[src/verilog/step_timer_defs.vh]
// Register offsets, field positions, reset values and timing counts for the step engine
`ifndef STEP_TIMER_DEFS_VH
`define STEP_TIMER_DEFS_VH
`define OFF_CTRL 12'h000
`define OFF_PERIOD 12'h004
`define OFF_STEPS 12'h008
`define OFF_ITERS 12'h00C
`define OFF_STATUS 12'h010
`define OFF_CMD 12'h014
`define OFF_STEPCFG 12'h018
`define OFF_SETUP 12'h01C
`define OFF_PROPTIME 12'h020
`define OFF_RANGETIME 12'h024
`define CTRL_TIMED 0
`define CTRL_OUTPUT_ENABLE 1
`define CTRL_PULSED 2
`define CMD_START 0
`define CMD_ABORT 1
`define CMD_CHAN_RESET 2
`define ST_BUSY 0
`define ST_ERR 1
`define ST_DONE 2
`define ST_CFG_ERR 3
`define CTRL_RST 32'h00000000
`define PERIOD_RST 32'h00000100
`define STEPS_RST 16'h0001
`define ITERS_RST 16'h0001
`define SETUP_RST 16'h0004
`define PROPTIME_RST 16'h0002
`define RANGETIME_RST 16'h0010
`define STEPCFG_RANGE_LSB 0
`define STEPCFG_RANGE_MSB 3
`define STEPCFG_PROPS_LSB 4
`define STEPCFG_PROPS_MSB 7
`define STEPCFG_DELAY_LSB 8
`define STEPCFG_DELAY_MSB 23
`define STEPCFG_MEAS_LSB 24
`define STEPCFG_MEAS_MSB 31
`define MAX_STEPS 16
`endif

[src/verilog/step_down_counter.v]
// Loadable down-counter that pulses when its count runs out
`timescale 1ns/10ps
module step_down_counter (
  input wire pclk,
  input wire presetn,
  input wire load,
  input wire [31:0] value,
  input wire clear,
  output reg busy,
  output reg expired
);
  reg [31:0] cnt_q;
  always @(posedge pclk or negedge presetn) begin
    if (!presetn) begin
      cnt_q <= 32'h00000000;
      busy <= 1'b0;
      expired <= 1'b0;
    end else begin
      expired <= 1'b0;
      if (clear) begin
        busy <= 1'b0;
        cnt_q <= 32'h00000000;
      end else if (load) begin
        // Zero-length work still takes one cycle
        cnt_q <= (value == 32'h00000000) ? 32'h00000001 : value;
        busy <= 1'b1;
      end else if (busy) begin
        if (cnt_q == 32'h00000001) begin
          busy <= 1'b0;
          expired <= 1'b1;
        end
        cnt_q <= cnt_q - 32'h00000001;
      end
    end
  end
endmodule

[src/verilog/period_counter.v]
// Saturating up-counter of cycles since the start of the current step, counting only while run is high
`timescale 1ns/10ps
module period_counter (
  input wire pclk,
  input wire presetn,
  input wire restart,
  input wire run,
  output reg [31:0] count
);
  always @(posedge pclk or negedge presetn) begin
    if (!presetn) begin
      count <= 32'h00000000;
    end else if (restart) begin
      count <= 32'h00000001;
    end else if (run && count != 32'hFFFFFFFF) begin
      count <= count + 32'h00000001;
    end
  end
endmodule

[src/verilog/timed_sequence_step_engine.v]
// Timed step sequence engine with APB register access
//
// Implementation choices: the APB slave port and the placing of the registers.
`timescale 1ns/10ps
`include "step_timer_defs.vh"
module timed_sequence_step_engine (
  input wire pclk,
  input wire presetn,
  input wire psel,
  input wire penable,
  input wire pwrite,
  input wire [11:0] paddr,
  input wire [31:0] pwdata,
  output reg [31:0] prdata,
  output reg pready,
  output reg pslverr,
  output reg source_trigger,
  output reg seq_advance_trigger,
  output reg seq_done_event,
  output reg iter_complete_event,
  output reg timing_error,
  output reg busy
);
  // ------------------------------------------------------------
  // States
  // ------------------------------------------------------------
  localparam S_IDLE = 5'b00001;
  localparam S_WORK = 5'b00010;
  localparam S_WAIT = 5'b00100;
  localparam S_NEXT = 5'b01000;
  localparam S_HALT = 5'b10000;

  reg [4:0] state_q;
  reg [31:0] ctrl_q;
  reg [31:0] step_period_q;
  reg [15:0] steps_q;
  reg [15:0] iters_q;
  reg [15:0] setup_q;
  reg [15:0] proptime_q;
  reg [15:0] rangetime_q;
  reg [31:0] stepcfg_mem [0:`MAX_STEPS-1];
  reg [3:0] cfg_idx_q;
  reg [3:0] step_q;
  reg [15:0] iter_q;
  reg [3:0] cur_range_q;
  reg range_valid_q;
  reg cfg_err_q;
  reg done_q;
  reg first_range_q;

  wire timed_step_enable = ctrl_q[`CTRL_TIMED];
  wire apb_wr = psel & penable & pwrite;
  wire apb_rd = psel & penable & ~pwrite;
  wire [31:0] cfg = stepcfg_mem[step_q];
  wire [3:0] want_range = cfg[`STEPCFG_RANGE_MSB:`STEPCFG_RANGE_LSB];
  wire [3:0] props = cfg[`STEPCFG_PROPS_MSB:`STEPCFG_PROPS_LSB];
  wire range_change = ~range_valid_q | (want_range != cur_range_q);
  wire last_step = ({12'h000, step_q} == steps_q - 16'h0001);
  wire last_iter = (iter_q == iters_q - 16'h0001);
  wire final_step = last_step & last_iter;
  wire cmd_wr = apb_wr && paddr == `OFF_CMD;
  wire do_start = cmd_wr & pwdata[`CMD_START];
  wire do_abort = cmd_wr & pwdata[`CMD_ABORT];
  wire do_chan_reset = cmd_wr & pwdata[`CMD_CHAN_RESET];
  wire disable_wr = apb_wr && paddr == `OFF_CTRL && !pwdata[`CTRL_OUTPUT_ENABLE];
  wire clear_err = do_chan_reset | disable_wr;
  // Zero or oversized step counts would let the step index wrap and never finish; zero iterations would run 65536 passes
  wire count_bad = (steps_q == 16'h0000) || (steps_q > `MAX_STEPS) || (iters_q == 16'h0000);

  // Work of a step: setup, per-property programming, range change, delay, measure
  wire [31:0] work_len = {16'h0000, setup_q}
    + {16'h0000, proptime_q} * {28'h0000000, props}
    + (range_change ? {16'h0000, rangetime_q} : 32'h00000000)
    + {16'h0000, cfg[`STEPCFG_DELAY_MSB:`STEPCFG_DELAY_LSB]}
    + {24'h000000, cfg[`STEPCFG_MEAS_MSB:`STEPCFG_MEAS_LSB]};

  reg work_load;
  wire work_busy;
  wire work_done;
  wire step_restart;
  wire [31:0] elapsed;

  step_down_counter u_work (
    .pclk(pclk),
    .presetn(presetn),
    .load(work_load),
    .value(work_len),
    .clear(state_q == S_HALT || state_q == S_IDLE),
    .busy(work_busy),
    .expired(work_done)
  );

  period_counter u_period (
    .pclk(pclk),
    .presetn(presetn),
    .restart(step_restart),
    .run(state_q == S_WORK || state_q == S_WAIT),
    .count(elapsed)
  );

  assign step_restart = work_load;
  always @* begin
    work_load = (state_q == S_NEXT);
  end

  // ------------------------------------------------------------
  // Register writes
  // ------------------------------------------------------------
  always @(posedge pclk or negedge presetn) begin
    if (!presetn) begin
      ctrl_q <= `CTRL_RST;
      step_period_q <= `PERIOD_RST;
      steps_q <= `STEPS_RST;
      iters_q <= `ITERS_RST;
      setup_q <= `SETUP_RST;
      proptime_q <= `PROPTIME_RST;
      rangetime_q <= `RANGETIME_RST;
      cfg_idx_q <= 4'h0;
    end else if (apb_wr) begin
      case (paddr)
        `OFF_CTRL: ctrl_q <= pwdata;
        `OFF_PERIOD: step_period_q <= pwdata;
        `OFF_STEPS: steps_q <= pwdata[15:0];
        `OFF_ITERS: iters_q <= pwdata[15:0];
        `OFF_SETUP: setup_q <= pwdata[15:0];
        `OFF_PROPTIME: proptime_q <= pwdata[15:0];
        `OFF_RANGETIME: rangetime_q <= pwdata[15:0];
        `OFF_STEPCFG: cfg_idx_q <= cfg_idx_q + 4'h1;
        `OFF_STATUS: cfg_idx_q <= 4'h0;
        default: cfg_idx_q <= cfg_idx_q;
      endcase
    end
  end

  // Step table has no reset; it is loaded by software before start
  // Writes past the last entry wrap onto entry zero
  always @(posedge pclk) begin
    if (apb_wr && paddr == `OFF_STEPCFG) begin
      stepcfg_mem[cfg_idx_q] <= pwdata;
    end
  end

  // ------------------------------------------------------------
  // Sequencer
  // ------------------------------------------------------------
  always @(posedge pclk or negedge presetn) begin
    if (!presetn) begin
      state_q <= S_IDLE;
      step_q <= 4'h0;
      iter_q <= 16'h0000;
      cur_range_q <= 4'h0;
      range_valid_q <= 1'b0;
      cfg_err_q <= 1'b0;
      done_q <= 1'b0;
      first_range_q <= 1'b0;
      source_trigger <= 1'b0;
      seq_advance_trigger <= 1'b0;
      seq_done_event <= 1'b0;
      iter_complete_event <= 1'b0;
      timing_error <= 1'b0;
      busy <= 1'b0;
    end else begin
      source_trigger <= 1'b0;
      seq_advance_trigger <= 1'b0;
      seq_done_event <= 1'b0;
      iter_complete_event <= 1'b0;
      if (clear_err) begin
        timing_error <= 1'b0;
      end
      case (state_q)
        S_IDLE: begin
          busy <= 1'b0;
          if (do_start && !timing_error) begin
            if (timed_step_enable && ctrl_q[`CTRL_PULSED]) begin
              cfg_err_q <= 1'b1;
            end else if (count_bad) begin
              cfg_err_q <= 1'b1;
            end else begin
              cfg_err_q <= 1'b0;
              done_q <= 1'b0;
              step_q <= 4'h0;
              iter_q <= 16'h0000;
              busy <= 1'b1;
              state_q <= S_NEXT;
            end
          end
        end
        S_NEXT: begin
          // Step zero of the first iteration may overrun on a range change
          first_range_q <= range_change && step_q == 4'h0 && iter_q == 16'h0000;
          cur_range_q <= want_range;
          range_valid_q <= 1'b1;
          state_q <= S_WORK;
        end
        S_WORK: begin
          if (work_done) begin
            if (timed_step_enable && final_step) begin
              seq_done_event <= 1'b1;
              done_q <= 1'b1;
              state_q <= S_IDLE;
            end else if (timed_step_enable && elapsed > step_period_q
                         && !first_range_q) begin
              timing_error <= 1'b1;
              state_q <= S_HALT;
            end else if (timed_step_enable) begin
              state_q <= S_WAIT;
            end else begin
              state_q <= S_WAIT;
            end
          end
        end
        // The NEXT cycle adds one clock, so triggers sit one clock more than the period apart
        S_WAIT: begin
          if (!timed_step_enable || elapsed >= step_period_q || first_range_q) begin
            if (last_step) begin
              if (!timed_step_enable) begin
                iter_complete_event <= 1'b1;
              end
              if (last_iter) begin
                seq_done_event <= 1'b1;
                done_q <= 1'b1;
                state_q <= S_IDLE;
              end else begin
                step_q <= 4'h0;
                iter_q <= iter_q + 16'h0001;
                seq_advance_trigger <= 1'b1;
                state_q <= S_NEXT;
              end
            end else begin
              step_q <= step_q + 4'h1;
              source_trigger <= 1'b1;
              state_q <= S_NEXT;
            end
          end
        end
        S_HALT: begin
          if (clear_err) begin
            state_q <= S_IDLE;
            busy <= 1'b0;
          end
        end
        default: state_q <= S_IDLE;
      endcase
      // Abort leaves a halted error in place; only a clear releases it
      if (do_abort && state_q != S_HALT) begin
        state_q <= S_IDLE;
        busy <= 1'b0;
      end
      if (do_chan_reset) begin
        range_valid_q <= 1'b0;
      end
    end
  end

  // ------------------------------------------------------------
  // APB read side, zero wait states
  // ------------------------------------------------------------
  always @(posedge pclk or negedge presetn) begin
    if (!presetn) begin
      prdata <= 32'h00000000;
      pready <= 1'b0;
      pslverr <= 1'b0;
    end else begin
      // Read data is latched in the setup cycle so it stands for the whole access
      pready <= psel & ~penable;
      pslverr <= 1'b0;
      if (psel && !penable) begin
        case (paddr)
          `OFF_CTRL: prdata <= ctrl_q;
          `OFF_PERIOD: prdata <= step_period_q;
          `OFF_STEPS: prdata <= {16'h0000, steps_q};
          `OFF_ITERS: prdata <= {16'h0000, iters_q};
          `OFF_STATUS: prdata <= {28'h0000000, cfg_err_q, done_q, timing_error, busy};
          `OFF_CMD: prdata <= 32'h00000000;
          `OFF_STEPCFG: prdata <= {28'h0000000, cfg_idx_q};
          `OFF_SETUP: prdata <= {16'h0000, setup_q};
          `OFF_PROPTIME: prdata <= {16'h0000, proptime_q};
          `OFF_RANGETIME: prdata <= {16'h0000, rangetime_q};
          default: begin
            prdata <= 32'h00000000;
            pslverr <= 1'b1;
          end
        endcase
      end
    end
  end
endmodule

[config.mk]
export PLATFORM = sky130hd
export DESIGN_NAME = timed_sequence_step_engine
export DESIGN_NICKNAME = d
export VERILOG_FILES = /design/src/verilog/step_down_counter.v /design/src/verilog/period_counter.v /design/src/verilog/timed_sequence_step_engine.v
export VERILOG_INCLUDE_DIRS = /design/src /design/src/verilog
export SDC_FILE = /design/constraint.sdc
export NUM_CORES = 1
export LEC_CHECK = 0
export ABC_AREA = 1
export BUFFER_PORTS_ARGS = -buffer_cell sky130_fd_sc_hd__buf_2
export CAP_MARGIN = 20
export CELL_PAD_IN_SITES_DETAIL_PLACEMENT = 0
export CELL_PAD_IN_SITES_GLOBAL_PLACEMENT = 1
export CORE_ASPECT_RATIO = 0.5
export CORE_MARGIN = 1.5
export CORE_UTILIZATION = 35
export CTS_CLUSTER_DIAMETER = 40
export DETAILED_ROUTE_END_ITERATION = 16
export PLACE_DENSITY = 0.7
export SYNTH_ARGS = -nofsm -noshare
export SYNTH_HDL_FRONTEND = slang
export SYNTH_HIERARCHICAL = 1
export SYNTH_SLANG_ARGS = --single-unit
[constraint.sdc]
create_clock -name pclk -period 10.8 [get_ports pclk]
set_input_delay 1.08 -clock pclk [delete_from_list [all_inputs] [get_ports pclk]]
set_output_delay 1.08 -clock pclk [all_outputs]
set_load 0.01 [all_outputs]
# After elaboration in Yosys (flattened, before gate mapping)

Memory sizes are Yosys's and may differ from the RTL's.
Cells that the tools add are included.

Add/subtract/negate cells: 11
Multiply operators: 1
$lt $le $gt $ge: 3
Eq/ne operators: 36
Mux-type cells: 88
Bitwise logic cells: 11
Reductions and logical operators: 53

Operators by type and width:

| kind                  | count |
|---|---|
| $pmux 32 s9           | 1 |
| $mux 32               | 5 |
| $mux 16               | 7 |
| $mux 1                | 50 |
| $mux 5                | 10 |
| $eq 12x5->1 const B   | 4 |
| $logic_not 16->1      | 3 |
| $add 32x1->32 const B | 1 |
| $eq 32x1->1 const B   | 1 |
| $ge 32x32->1          | 1 |
| $gt 32x32->1          | 1 |
| $logic_not 32->1      | 1 |
| $ne 32x32->1 const B  | 1 |
| $pmux 16 s2           | 1 |
| $sub 16x1->16 const B | 2 |
| $sub 32x1->32 const B | 1 |
| $mux 4                | 7 |
| $pmux 5 s5            | 1 |
| $add 23x8->24         | 1 |
| $eq 12x4->1 const B   | 2 |
| $eq 12x6->1 const B   | 2 |
| $mux 24               | 1 |
| $add 22x16->23        | 1 |
| $add 21x16->22        | 1 |
| 38 further kinds      | 97 |

Flip-flop bits (word level): 287
Bits in writable memories: 512
Bits of input ports: 49
Output and inout bits: 40
Word-level logic and storage cells: 233
Memories: 1

Memory list:

| name        | depth | width | rd ports | clocked after memory_dff | write ports | line                            | RTL |
|---|---|---|---|---|---|---|---|
| stepcfg_mem | 16    | 32    | 1        | 0                        | 1           | timed_sequence_step_engine.v:41 | `` reg [31:0] stepcfg_mem [0:`MAX_STEPS-1]; `` |

# Longest topological paths before layout

An unclocked memory read counts as a cell.

Depth after elaboration: 11
Gate-level depth with buffers: 38
Mapped depth without buffers: 35

# By module

Netlist, hierarchy kept.

Modules (own cells, without submodules):

| module                     | instances | cells each | area an instance (um2) | sequential area each (um2) |
|---|---|---|---|---|
| timed_sequence_step_engine | 1         | 3466       | 35908.2                | 20913.8 |
| step_down_counter          | 1         | 441        | 2651.3                 | 850.8 |
| period_counter             | 1         | 347        | 2225.9                 | 800.8 |

# Worst setup path before layout

No wires, ideal clock.

Path kind: flip-flop to flip-flop
From: reg step_q[0]
To: reg u_work.cnt_q[0]
Setup time: 0.131 ns
Arrival: 5.769 ns
Data required time: 10.669 ns
Setup slack: 4.900 ns
Stages on the path, launching flop included: 33
Buffers on the path: 5
Period minus slack after synthesis: 5.900 ns
Cells stage by stage: dfrtp_1 buf_4 inv_4 buf_4 buf_4 buf_4 buf_2 nand2_1 a221oi_1 nor3_1 a221oi_1 fa_1 fa_1 fa_1 inv_1 fa_1 inv_1 ha_1 a21oi_1 nand2_1 a21oi_1 o21ai_0 a21boi_0 o21ai_0 a21oi_1 xnor2_1 inv_1 nand4_1 nor2_1 nand4_1 nand2_1 nand2_1 o21ai_0

Cells in the longest elaborated chain, start to end: 11
Elaborated cells between the ends (all ways): 13
Classes of those cells: add/sub: 4; mul: 1; eq/ne: 1; mux: 4; bitwise: 1; reduce/logical: 1; memory: 1

Ends and longest elaborated chain:

| item                                                                   | line                             | RTL |
|---|---|---|
| start: declaration                                                     | timed_sequence_step_engine.v:43  | `reg [3:0] step_q;` |
| start signal: assignment                                               | timed_sequence_step_engine.v:230 | `step_q <= step_q + 4'h1;` |
| $mem_v2 16x32 *                                                        | -                                |  |
| parallel branches: the longest is 5 deep, another holds $add 22x16->23 | -                                |  |
| $add 23x8->24 *                                                        | timed_sequence_step_engine.v:71  | `wire [31:0] work_len = {16'h0000, setup_q}` |
| net work_len[13]                                                       | timed_sequence_step_engine.v:71  |  |
| $logic_not 32->1 *                                                     | step_down_counter.v:25           | `cnt_q <= (value == 32'h00000000) ? 32'h00000001 : value;` |
| $mux 24 *                                                              | step_down_counter.v:25           |  |
| $mux 32 *                                                              | step_down_counter.v:23           | `end else if (load) begin` |
| $mux 32 *                                                              | step_down_counter.v:20           | `if (clear) begin` |
| end signal: assignment                                                 | step_down_counter.v:25           |  |
| end signal: assignment                                                 | step_down_counter.v:32           | `cnt_q <= cnt_q - 32'h00000001;` |
| end: declaration                                                       | step_down_counter.v:12           | `reg [31:0] cnt_q;` |

Mark *: on every way through the listed nets, which the timed path passes.
A chain may end at the register's enable or synchronous reset.

# Worst setup path in the final report

Same ends and word-level chain as after synthesis.

==> metrics <==
TritonCTS buffer count 98; Mapped Avg Cell Area around 9.6 um2; CTS tree built; WP buf/inv 5; DRT iter0 DRCs 3336; pwr dens 214.5 nW/um2; Final Setup Violations 0; Seq cells post-synth between 700 and 800; Worst-Skew Late Latency 730 ps; WP data arrival 8750 ps; critical setup path kind flip-flop to flip-flop; WHS 388.8 ps; Wirelength per Cell 21.65 um; Filler cells 11300; Final WS setup 2595 ps; placed cells between 5000 and 6000; delay-heaviest family, CP adder cells; max cap viols 0; status complete, no violations; fin. max-slew vios 0; TritonRoute pass-1 iters 6; total track usage between 20% and 30%; die width 485.8 um; core area 115400 um2; clock skew 63.84 ps; Critical-path top delay cell a221oi_1; fin crit share 75.97%; # port buffers 88; ratio of cells with drive above 1 in the final layout 9.941%; most frequent CP cell nand2_1; Via Count about 31000; post-synthesis cell count 4254; RD Place Congestion between 0.9 and 1; Most used DFF post-synth edfxtp_1; clock slew seen by the registers of the worst setup and hold paths around 60 ps; worst slack at placement 2704 ps; Detail Route Antenna Nets 0; Period minus WS final 8205 ps; vias per inst about 5.3; Seq/Total Area, Yosys 55.33%; Rel. slew slack 12.57%; met2 capacity usage during global routing approximately a third; Initial Utilization 35.35%; hold_buf cts 0; Layout Cells excl Fill around 6000; Hold Crit Class input port to async pin; GR Util met3 about 3.8%; Critical Path Start Type flip-flop; Achievable Freq approximately 120 MHz; Post-CTS Setup Repair Bufs 0; Resized Gates After CTS 0; setup_tns 0 ps; Max FO, Critical Path 92; die area 118700 um2; count of flip-flops with a built-in enable after synthesis 512; unrepaired setup endpoints after global routing false; HPWL after DPL 85870 um; clk root buf clkbuf_16; Post-Synthesis Cell Area 40790 um2; largest net degree at the start of global routing approximately 130; grt peak-use layer met2; Total Nets Final 4543; first-pass GRT wire length 192500 um; VDD IR-drop max 0.0001374 V; DIE HEIGHT 244.4 um; # IOs 89; DR DRC count 0; H-tree depth 3; Cell variety after synth 61; CTS Sinks 799; FFs w/ async S/R, synth 35.92%; P&R area growth vs syn 13.87%; wirelength, routed 128500 um; GRT met1 Usage 31.23%; Longest Clk Path Bufs 3; Leak Pwr 19.27 nW; CP peak stage delay 1070 ps; vias in the first global route 29830; antenna violations before repair 10; Crit. End Element flip-flop; Reg2Reg Depth 27; worst slew pin tran 1311 ps; Hold Vio Cnt, Final 0; Worst path depth 27; Worst Path Required 11340 ps; Row Count around 90; Ys Warns 6; GRT Residual Overflow 0
[state kept, by name (all words and copies together) (netlist names), 4 cells and up]
signal          cells
rangetime_q        16
cfg_idx_q           4
step_q              4
setup_q            16
prdata             32
stepcfg_mem       512
iter_q             16
u_period/count     32
cur_range_q         4
proptime_q         16
steps_q            16
step_period_q      32
state_q             5
iters_q            16
u_work/cnt_q       32
ctrl_q             32
[report_power, final]
group / leakage, nW / internal (mW) / switching, mW / total, mW
Combinational: 9.04 / 0.843 / 2.04 / 2.88
Clock: 1.72 / 2.19 / 1.43 / 3.61
Sequential: 8.51 / 3.34 / 0.125 / 3.47
[cells in the final DEF (no fill, tap or decap), types with 14 or more instances in the layout]
cell type | Yosys | layout
nor2_4 | 10 | 26
nand4_1 | 50 | 50
clkbuf_16 | 0 | 100
inv_1 | 411 | 410
a22oi_1 | 35 | 35
fa_1 | 83 | 83
bufinv_16 | 0 | 18
buf_4 | 20 | 43
a21oi_1 | 252 | 252
o21ai_2 | 16 | 16
ha_1 | 88 | 88
nor3_1 | 24 | 24
o21ai_1 | 21 | 21
o21ai_0 | 298 | 298
a31oi_1 | 14 | 14
a32o_1 | 26 | 26
nand2_1 | 1051 | 1051
o22ai_1 | 55 | 55
nor2_2 | 22 | 25
buf_2 | 72 | 87
xor2_1 | 40 | 40
nand3_1 | 162 | 161
xnor2_1 | 18 | 18
o221ai_1 | 22 | 22
clkinv_1 | 7 | 19
nand2_2 | 23 | 23
a221oi_1 | 41 | 41
nor2_1 | 403 | 384
dfrtp_1 | 280 | 278
edfxtp_1 | 512 | 512
[worst register-to-register path, stage by stage, from the launching register on]
cell and delay, ps:
dfrtp_4 820, buf_4 920, buf_4 700, nand2_1 120
a32o_1 270, a221oi_1 1070, fa_1 630, fa_1 460
fa_1 510, inv_1 50, fa_1 470, inv_1 40
ha_1 380, nand2_1 80, nor2_1 120, nand2_1 60
o21ai_0 440, nand3_1 120, nand2_1 130, nand4_1 90
o211ai_1 100, inv_1 80, nand4_1 90, nor2_1 60
nand4_1 60, nand2_1 60, nand2_1 50, o21ai_0 70
[stage by stage]
step	area, um2	power [mW]	utilization [%]
2_1_floorplan	40820	5.554	-
3_3_place_gp	42830	6.356	37.12
3_5_place_dp	42850	6.392	37.14
4_1_cts	46420	10.00	40.23
5_1_grt	46440	10.48	40.25
6_report	46440	9.960	40.25
[layout make-up]
| class | count | area [um2] | area share (%) |
|---|---|---|---|
| Sequential cell | 799 | 22570 | 48.60 |
| Multi-Input combinational cell | 2860 | 15930 | 34.29 |
| Clock buffer | 117 | 2606 | 5.612 |
| Tap cell | 1530 | 1914 | 4.122 |
| Inverter | 430 | 1622 | 3.492 |
| Clock inverter | 66 | 963.4 | 2.074 |
| Timing Repair Buffer | 134 | 835.8 | 1.800 |
| Antenna cell | 1 | 2.502 | 0.005388 |
[metal layers]
metal	up-vias	routed length, um
met5	-	33
met4	6	3133
met3	182	9390
met2	1052	56110
met1	15490	59880
li1	14590	-
[cell families (layout without fill, tap and decap cells)]
group | after synthesis | in the layout | synth area share (%)
multiplexers | 1 | 1 | 0.02761
other | 1 | 11 | 0.009194
XOR/XNOR | 60 | 60 | 1.325
flip-flops | 799 | 799 | 55.33
AND/OR/NAND/NOR | 1792 | 1792 | 18.51
adder cells (fa/ha/maj) | 171 | 171 | 6.774
AO/OA/AOI/OAI | 826 | 826 | 11.96
buffers and inverters | 604 | 747 | 6.071
[worst paths after layout]
kind / startpoint / to / slack, ps
worst max-delay path: step_q[0] / u_work/cnt_q[0] / 2600
worst min-delay path: presetn / cur_range_q[2] / 390
worst max register to register: step_q[0] / u_work/cnt_q[0] / 2600
worst min register to register: prdata[0] / prdata[0] / 470
max in group asynchronous: presetn / u_period/count[3] / 7940
min in group pclk: prdata[0] / prdata[0] / 470
[Yosys cell counts, types with 10 or more instances]
| cell | instances | area [um2] |
|---|---|---|
| a21o_1 | 13 | 97.59 |
| a21oi_1 | 252 | 1261 |
| a221oi_1 | 41 | 359.1 |
| a22oi_1 | 35 | 262.8 |
| a31oi_1 | 14 | 87.58 |
| a32o_1 | 26 | 260.3 |
| buf_2 | 72 | 360.4 |
| buf_4 | 20 | 150.1 |
| clkbuf_1 | 70 | 262.8 |
| dfrtp_1 | 280 | 7007 |
| edfxtp_1 | 512 | 15370 |
| fa_1 | 83 | 1662 |
| ha_1 | 88 | 1101 |
| inv_1 | 411 | 1543 |
| inv_2 | 11 | 41.29 |
| nand2_1 | 1051 | 3945 |
| nand2_2 | 23 | 143.9 |
| nand3_1 | 162 | 810.8 |
| nand4_1 | 50 | 312.8 |
| nor2_1 | 403 | 1513 |
| nor2_2 | 22 | 137.6 |
| nor2_4 | 10 | 112.6 |
| nor3_1 | 24 | 120.1 |
| o211ai_1 | 10 | 75.07 |
| o21ai_0 | 298 | 1491 |
| o21ai_1 | 21 | 105.1 |
| o21ai_2 | 16 | 140.1 |
| o221ai_1 | 22 | 192.7 |
| o22ai_1 | 55 | 344.1 |
| xnor2_1 | 18 | 157.7 |
| xor2_1 | 40 | 350.3 |
(Power assumes the default switching activity.)
